<file path="src/rtl/crx_regs.svh">
// register offsets, reset values and counts of the receive status block
`ifndef CRX_REGS_SVH
`define CRX_REGS_SVH

`define CRX_OFF_OVW       8'h00
`define CRX_OFF_MASK_LO   8'h04
`define CRX_OFF_MASK_HI   8'h08
`define CRX_OFF_TEC       8'h0C
`define CRX_OFF_PEND      8'h10
`define CRX_OFF_IMASK     8'h14

`define CRX_RST_OVW       16'h0000
`define CRX_RST_MASK_LO   16'h0000
`define CRX_RST_MASK_HI   16'h0000
`define CRX_RST_PEND      16'h0000
`define CRX_RST_IMASK     16'hFFFF

`define CRX_MASK_HI_RSVD  16'h1C00
`define CRX_STD_DONTCARE  29'h0003FFFF

`define CRX_TEC_ERR_STEP  8
`define CRX_TEC_OK_STEP   1

`define CRX_RESP_OKAY     2'h0
`define CRX_RESP_SLVERR   2'h2

`endif

</file>
<file path="src/rtl/crx_pkg.sv">
// types of the receive status block
package crx_pkg;

  typedef struct packed {
    logic        valid;
    logic [3:0]  mbox;
    logic [28:0] id;
    logic        ext;
  } crx_rx_evt_t;

  typedef struct packed {
    logic        valid;
    logic [3:0]  mbox;
  } crx_store_t;

  typedef struct packed {
    logic        aw_got;
    logic        w_got;
    logic [7:0]  awaddr;
    logic [15:0] wdata;
    logic [1:0]  wstrb;
    logic        bvalid;
    logic [1:0]  bresp;
    logic        rvalid;
    logic [1:0]  rresp;
    logic [31:0] rdata;
    logic [15:0] ovw;
    logic [15:0] mask_lo;
    logic [15:0] mask_hi;
    logic [15:0] pend;
    logic [15:0] imask;
    logic [8:0]  transmit_error_counter;
    logic        store_v;
    logic [3:0]  store_mb;
  } crx_state_t;

endpackage

</file>
<file path="src/rtl/crx_top.sv">
// receive overwrite flags, mailbox 0 acceptance masks, transmit error count
`include "crx_regs.svh"
`timescale 1ns/1ps
`default_nettype none

module crx_top #(
  parameter int TEC_W = 9
) (
  input  wire logic                 aclk,
  input  wire logic                 aresetn,
  input  wire logic                 s_axi_awvalid,
  output logic                      s_axi_awready,
  input  wire logic [7:0]           s_axi_awaddr,
  input  wire logic [2:0]           s_axi_awprot,
  input  wire logic                 s_axi_wvalid,
  output logic                      s_axi_wready,
  input  wire logic [31:0]          s_axi_wdata,
  input  wire logic [3:0]           s_axi_wstrb,
  output logic                      s_axi_bvalid,
  input  wire logic                 s_axi_bready,
  output logic [1:0]                s_axi_bresp,
  input  wire logic                 s_axi_arvalid,
  output logic                      s_axi_arready,
  input  wire logic [7:0]           s_axi_araddr,
  input  wire logic [2:0]           s_axi_arprot,
  output logic                      s_axi_rvalid,
  input  wire logic                 s_axi_rready,
  output logic [31:0]               s_axi_rdata,
  output logic [1:0]                s_axi_rresp,
  input  wire crx_pkg::crx_rx_evt_t rx_evt,
  input  wire logic [28:0]          mb0_id,
  input  wire logic                 mb0_ext,
  input  wire logic                 tx_err,
  input  wire logic                 tx_ok,
  output crx_pkg::crx_store_t       store,
  output logic [15:0]               receive_pending_flags,
  output logic                      unread_irq_flag,
  output logic                      irq
);

  crx_pkg::crx_state_t s_r;
  crx_pkg::crx_state_t s_nxt;

  // shared decode terms
  logic [15:0]    lane_mask;
  logic [15:0]    wr_data;
  logic           wr_fire;
  logic           wr_to_ovw;
  logic           wr_to_pend;
  logic [15:0]    ovw_clr;
  logic [15:0]    pend_clr;
  logic [15:0]    ovw_nxt;
  logic [15:0]    pend_nxt;
  logic [15:0]    mb_sel;
  logic [15:0]    set_pend;
  logic [15:0]    set_ovw;
  logic [28:0]    id_dontcare;
  logic [28:0]    id_match;
  logic           mb0_accept;
  logic           evt_accept;
  logic [TEC_W:0] tec_sum;
  logic           rd_fire;
  logic [31:0]    rd_word;
  logic [1:0]     rd_resp;
  logic [15:0]    ovw_view;
  logic [15:0]    pend_view;

  // counter steps
  localparam logic [TEC_W:0] TEC_UP   = (TEC_W+1)'(`CRX_TEC_ERR_STEP);
  localparam logic [TEC_W:0] TEC_DOWN = (TEC_W+1)'(`CRX_TEC_OK_STEP);
  localparam logic [TEC_W:0] TEC_MAX  = {1'b0, {TEC_W{1'b1}}};

  function automatic logic [15:0] swap_bytes(input logic [15:0] v);
    swap_bytes = {v[7:0], v[15:8]};
  endfunction

  ////////////////////////////////////////////////////////////////////////////
  // register views and bus handshakes

  assign ovw_view   = swap_bytes(s_r.ovw);
  assign pend_view  = swap_bytes(s_r.pend);
  assign wr_fire    = s_r.aw_got && s_r.w_got && !s_r.bvalid;
  assign wr_to_ovw  = wr_fire && (s_r.awaddr == `CRX_OFF_OVW);
  assign wr_to_pend = wr_fire && (s_r.awaddr == `CRX_OFF_PEND);
  assign rd_fire    = s_axi_arvalid && s_axi_arready;
  assign ovw_clr    = wr_to_ovw ? swap_bytes(wr_data)
                                : 16'h0000;
  assign pend_clr   = wr_to_pend ? swap_bytes(wr_data)
                                 : 16'h0000;

  ////////////////////////////////////////////////////////////////////////////
  // byte lanes

  for (genvar b = 0; b < 16; b++) begin : g_lane
    assign lane_mask[b] = s_r.wstrb[b / 8];
  end
  assign wr_data = s_r.wdata & lane_mask;

  ////////////////////////////////////////////////////////////////////////////
  // per mailbox flags

  for (genvar n = 0; n < 16; n++) begin : g_mbox
    assign mb_sel[n]   = (rx_evt.mbox == 4'(n));
    assign set_pend[n] = evt_accept && mb_sel[n];
    assign set_ovw[n]  = set_pend[n] && s_r.pend[n];
    // set wins over a same cycle clear
    assign ovw_nxt[n]  = set_ovw[n] || (s_r.ovw[n] && !ovw_clr[n]);
    assign pend_nxt[n] = set_pend[n] || (s_r.pend[n] && !pend_clr[n]);
  end

  ////////////////////////////////////////////////////////////////////////////
  // mailbox 0 acceptance

  always_comb begin
    id_dontcare = {s_r.mask_hi[7:0], s_r.mask_hi[15:13], s_r.mask_hi[9:8],
                   s_r.mask_lo[7:0], s_r.mask_lo[15:8]};
    if (!rx_evt.ext) begin
      id_dontcare = id_dontcare | `CRX_STD_DONTCARE;
    end
    id_match   = ~(rx_evt.id ^ mb0_id) | id_dontcare;
    mb0_accept = (&id_match) && (rx_evt.ext == mb0_ext);
    if (mb_sel[0]) begin
      evt_accept = rx_evt.valid && mb0_accept;
    end else begin
      evt_accept = rx_evt.valid;
    end
  end

  ////////////////////////////////////////////////////////////////////////////
  // transmit error counter, saturating both ways

  always_comb begin
    tec_sum = {1'b0, s_r.transmit_error_counter[TEC_W-1:0]};
    if (tx_err) begin
      tec_sum = tec_sum + TEC_UP;
      if (tec_sum[TEC_W]) begin
        tec_sum = TEC_MAX;
      end
    end else if (tx_ok && tec_sum != '0) begin
      tec_sum = tec_sum - TEC_DOWN;
    end
  end

  ////////////////////////////////////////////////////////////////////////////
  // read data select

  always_comb begin
    rd_word = '0;
    rd_resp = `CRX_RESP_OKAY;
    case (s_axi_araddr)
      `CRX_OFF_OVW: begin
        rd_word[15:0] = ovw_view;
      end
      `CRX_OFF_MASK_LO: begin
        rd_word[15:0] = s_r.mask_lo;
      end
      `CRX_OFF_MASK_HI: begin
        rd_word[15:0] = s_r.mask_hi & ~`CRX_MASK_HI_RSVD;
      end
      `CRX_OFF_TEC: begin
        rd_word[TEC_W-1:0] = s_r.transmit_error_counter[TEC_W-1:0];
      end
      `CRX_OFF_PEND: begin
        rd_word[15:0] = pend_view;
      end
      `CRX_OFF_IMASK: begin
        rd_word[15:0] = s_r.imask;
      end
      default: begin
        rd_resp = `CRX_RESP_SLVERR;
      end
    endcase
  end

  ////////////////////////////////////////////////////////////////////////////
  // next state

  always_comb begin
    logic [15:0] wm;
    logic [15:0] wd;
    wm     = lane_mask;
    wd     = wr_data;
    s_nxt  = s_r;

    // write address and data, either order
    if (s_axi_awvalid && s_axi_awready) begin
      s_nxt.aw_got = 1'b1;
      s_nxt.awaddr = s_axi_awaddr;
    end
    if (s_axi_wvalid && s_axi_wready) begin
      s_nxt.w_got = 1'b1;
      s_nxt.wdata = s_axi_wdata[15:0];
      s_nxt.wstrb = s_axi_wstrb[1:0];
    end
    if (s_r.bvalid && s_axi_bready) begin
      s_nxt.bvalid = 1'b0;
    end

    // register write, software clears before hardware sets
    if (s_r.aw_got && s_r.w_got && !s_r.bvalid) begin
      s_nxt.aw_got = 1'b0;
      s_nxt.w_got  = 1'b0;
      s_nxt.bvalid = 1'b1;
      s_nxt.bresp  = `CRX_RESP_OKAY;
      case (s_r.awaddr)
        `CRX_OFF_OVW: begin
        end
        `CRX_OFF_MASK_LO: begin
          s_nxt.mask_lo = (s_r.mask_lo & ~wm) | wd;
        end
        `CRX_OFF_MASK_HI: begin
          s_nxt.mask_hi = ((s_r.mask_hi & ~wm) | wd)
                          & ~`CRX_MASK_HI_RSVD;
        end
        `CRX_OFF_TEC: begin
        end
        `CRX_OFF_PEND: begin
        end
        `CRX_OFF_IMASK: begin
          s_nxt.imask = (s_r.imask & ~wm) | wd;
        end
        default: begin
          s_nxt.bresp = `CRX_RESP_SLVERR;
        end
      endcase
    end

    // register read
    if (s_r.rvalid && s_axi_rready) begin
      s_nxt.rvalid = 1'b0;
    end
    if (rd_fire) begin
      s_nxt.rvalid = 1'b1;
      s_nxt.rresp  = rd_resp;
      s_nxt.rdata  = rd_word;
    end

    ////////////////////////////////////////////////////////////////////////
    // reception end: store, pending, overwrite; set wins over clear
    s_nxt.store_v  = evt_accept;
    s_nxt.store_mb = rx_evt.mbox;
    s_nxt.ovw      = ovw_nxt;
    s_nxt.pend     = pend_nxt;

    // transmit error counter
    s_nxt.transmit_error_counter = 9'(tec_sum[TEC_W-1:0]);
  end

  ////////////////////////////////////////////////////////////////////////////
  // state register

  always_ff @(posedge aclk) begin
    if (!aresetn) begin
      s_r         <= '0;
      s_r.ovw     <= `CRX_RST_OVW;
      s_r.mask_lo <= `CRX_RST_MASK_LO;
      s_r.mask_hi <= `CRX_RST_MASK_HI;
      s_r.pend    <= `CRX_RST_PEND;
      s_r.imask   <= `CRX_RST_IMASK;
    end else begin
      s_r <= s_nxt;
    end
  end

  ////////////////////////////////////////////////////////////////////////////
  // bus outputs

  assign s_axi_awready         = !s_r.aw_got && !s_r.bvalid;
  assign s_axi_wready          = !s_r.w_got && !s_r.bvalid;
  assign s_axi_bvalid          = s_r.bvalid;
  assign s_axi_bresp           = s_r.bresp;
  assign s_axi_arready         = !s_r.rvalid;
  assign s_axi_rvalid          = s_r.rvalid;
  assign s_axi_rdata           = s_r.rdata;
  assign s_axi_rresp           = s_r.rresp;

  ////////////////////////////////////////////////////////////////////////////
  // receive side outputs

  assign store.valid           = s_r.store_v;
  assign store.mbox            = s_r.store_mb;
  assign receive_pending_flags = s_r.pend;
  assign unread_irq_flag       = |s_r.ovw;
  assign irq = |(ovw_view & ~s_r.imask);

endmodule // crx_top

`default_nettype wire
</file>
<file path="config.mk">
export PLATFORM = sky130hd
export DESIGN_NAME = crx_top
export DESIGN_NICKNAME = d
export VERILOG_FILES = /design/src/rtl/crx_pkg.sv /design/src/rtl/crx_top.sv
export VERILOG_INCLUDE_DIRS = /design/src /design/src/rtl
export SDC_FILE = /design/constraint.sdc
export NUM_CORES = 1
export LEC_CHECK = 0
export BUFFER_PORTS_ARGS = -buffer_cell sky130_fd_sc_hd__buf_2
export CAP_MARGIN = 20
export CORE_MARGIN = 2
export CORE_UTILIZATION = 53
export CTS_CLUSTER_DIAMETER = 50
export DETAILED_ROUTE_END_ITERATION = 10
export GPL_TIMING_DRIVEN = 0
export PLACE_DENSITY = 0.81
export SLEW_MARGIN = 0
export SYNTH_ARGS = -nofsm -noshare
export SYNTH_HDL_FRONTEND = slang
export SYNTH_SLANG_ARGS = --single-unit
</file>
<file path="constraint.sdc">
create_clock -name aclk -period 2.6 [get_ports aclk]
set_input_delay 0.26 -clock aclk [delete_from_list [all_inputs] [get_ports aclk]]
set_output_delay 0.26 -clock aclk [all_outputs]
set_load 0.1 [all_outputs]
</file>
==> results.md <==
* Post-Syn Area per Cell at 8.575 um2
* Synth cell types at 60
* Worst r2r path cells at 8
* Max cap viols at 0
* WL final at 21030 um
* Final min period at 2.520 ns
* HP Start: s_axi_rready
* Antenna violations before repair at 0
* Top cells by area, synth: dfxtp_1 40%, buf_4 6.4%, nand2_1 5.5%
* Hold path depth at 2
* N_diodes at 0
* Detailed Place HPWL at 15820 um
* Period utilization at 96.92%
* Slew @ Worst Pin at 0.8588 ns
* Outcome: complete, no violations
* Ports at 196
* Grt ovf at 0
* Finished Cell Area at 8583 um2
* Critical path type: reg -> reg
* Power density cells at 667.0 nW/um2
* Initial DRC Count at 716
* FF-to-FF End: s_r[6]
* CTS root buf: clkbuf_16
* GP Congestion at 1.000
* Total GRT Usage at 29.90%
* P_leak at 0.003879 uW
* Final hold vios at 0
* Crit path DAT at 2.82 ns
* H-tree depth at 4
* Crit. End Element: flop
* CP max stage cell: nor3b_1
* Post-synth EDFFs at 0
* YS warnings at 0
* Initial Util at 54.59%
* Worst-Skew Late Latency at 0.43 ns
* Clock edge transition at the registers on the reported setup and hold paths at 0.06 ns
* #FFs+latches synth at 139
* Count of nets after finishing at 1131
* Post-CTS Hold Buffers at 0
* Die H at 118.5 um
* Startpoint types: flop
* Crit path max fanout at 8
* Pin count of the biggest net entering global routing at 17
* DR vias/cell at 5.688
* Setup repair bufs after CTS at 0
* Worst path cell trace: inv_1 > ha_1 > nor3b_1 > nand2_1 > o21ai_1 > nor2_1 > a211oi_1 > nor2_1
* Main synth FF type: dfxtp_1
* Avg WL per Cell at 17.81 um
* Area leader, netlist: dfxtp_1
* Top cell type's share of synthesized area at 40.06%
* Final Skew at 0.01125 ns
* Port-buffer cells at 150
* Final setup violation count at 0
* CTS Sinks at 139
* Post-Syn Area at 6945 um2
* Global-route wire length before repair at 32450 um
* Worst path required time at 2.90 ns
* Die W at 118.5 um
* WHS Endpoint: s_axi_rvalid
* Top cell by count, worst path: nor2_1
* Post-DP Area at 7986 um2
* Max Root-Sink Buffers at 2
* Hold Crit Class: in -> reg
* Slew margin rel. at 42.75%
* Maximum VDD drop at 0.0004494 V
* Die area at 14040 um2
* Worst path max stage delay at 0.57 ns
* Post-route DRC violation count at 0
* Post_cts resized at 0
* Layout cells sized above 1 at 27.06%
* Vias at 6718
* Synth async-reset ratio at 0%
* Setup_tns at 0 ns
* Sequential element share of the synthesized area at 40.06%
* Fmax at 396.8 MHz
* Kind of cell adding the most delay to the critical path: compound AO/OA/AOI/OAI gates
* DRT Pass-1 Iters at 7
* RSZ-0062 raised after global routing: false
* Slew Limit Fails at 0
* Site row count at 41
* CTS Buf Count at 17
* Routed Antenna Nets at 0
* WP buf/inv at 1
* CTS tree: done
* Synthesis-to-finish area growth at 23.58%
* Vias in the first global route at 6248
* Cells after synthesis at 810
* Core ar. at 12720 um2
* R2R setup slack at 0.08 ns
* R2R Path Start: s_r[5]
-- where the power goes --
group / switching, uW / internal (uW)
registers: 89.5 / 2200
logic: 699 / 304
clock network: 961 / 1470
-- cell usage in the layout (no fill, tap or decap), types with 3 or more instances in the layout --
cell type	netlist	routed
and3b_1	3	3
buf_4	59	59
dfxtp_1	139	138
nand2_1	102	102
xnor2_1	30	30
nand2_2	3	3
a21oi_1	62	62
clkinv_4	0	6
nor2_1	61	59
ha_1	3	3
conb_1	1	18
and2_1	6	6
a221oi_1	16	16
nand3_1	17	17
o211a_1	3	3
nand3b_1	3	3
nor3_1	13	13
nand2b_1	3	3
inv_1	45	45
clkbuf_16	0	17
o21ai_0	37	37
clkbuf_1	27	27
clkinv_2	0	3
a22oi_1	5	5
o22ai_1	14	14
a21boi_0	15	15
o211ai_1	19	19
nor4_1	8	8
mux4_2	11	11
or3_1	3	3
nand4_1	6	6
mux2i_1	34	34
o21ai_1	3	3
buf_2	4	154
a211oi_1	4	4
o21a_1	17	17
-- cell usage after synthesis (4+ instances only) --
master,n
a211oi_1,4
a21boi_0,15
a21oi_1,62
a221oi_1,16
a22oi_1,5
and2_1,6
buf_2,4
buf_4,59
clkbuf_1,27
dfxtp_1,139
inv_1,45
mux2i_1,34
mux4_2,11
nand2_1,102
nand3_1,17
nand4_1,6
nor2_1,61
nor3_1,13
nor4_1,8
o211ai_1,19
o21a_1,17
o21ai_0,37
o22ai_1,14
xnor2_1,30
-- cell type report --
| cell class | instances | area, um2 |
|---|---|---|
| buffer | 90 | 564.3 |
| clock buffer | 19 | 452.9 |
| clock inverter | 13 | 143.9 |
| fill | 1110 | 4139 |
| inverter | 46 | 172.7 |
| multi-input combinational | 552 | 3500 |
| sequential | 139 | 2784 |
| tap | 172 | 215.2 |
| timing repair buffer | 150 | 750.7 |
-- layer usage --
layer	wire length, um	vias to the layer above	global-route usage (%)
met5	0	-	0
met4	775	0	12.80
met3	2391	62	8.156
met2	9327	416	46.60
met1	8540	3086	38.98
li1	-	3154	-
-- how the worst max path moves through the flow --
stage,from,end,slack (ns),depth (start not counted)
global placement,s_r[5],s_r[6],0.37,8
floorplan,s_axi_bvalid,s_r[150],0.20,5
global route,s_r[5],s_r[6],0.02,8
detailed placement,s_r[5],s_r[6],0.37,8
finish,s_r[5],s_r[6],0.08,8
CTS,s_r[5],s_r[6],0.24,8
-- stage by stage --
step	utilization [%]	setup WS, ns	std cells	total power (uW)	hold slack (ns)
final	67.47	0.08003	1181	5725	0.01435
after global routing	67.47	0.02138	1181	5903	0.009397
after CTS	67.47	0.2397	1181	5720	0.004530
after detailed placement	62.78	0.3701	1149	3324	0.4500
after global placement	62.78	0.3731	1149	3312	0.4431
after floorplan	-	0.2039	827	3065	0.3515
-- cell families after synthesis --
family	share of synthesized area, %
AND/OR/NAND/NOR	17.46
flip-flops	40.06
other	0.05399
XOR/XNOR	3.783
multiplexers	8.467
AO/OA/AOI/OAI	19.02
adder cells (fa/ha/maj)	0.5405
buffers and inverters	10.61
(Power assumes the default switching activity.)
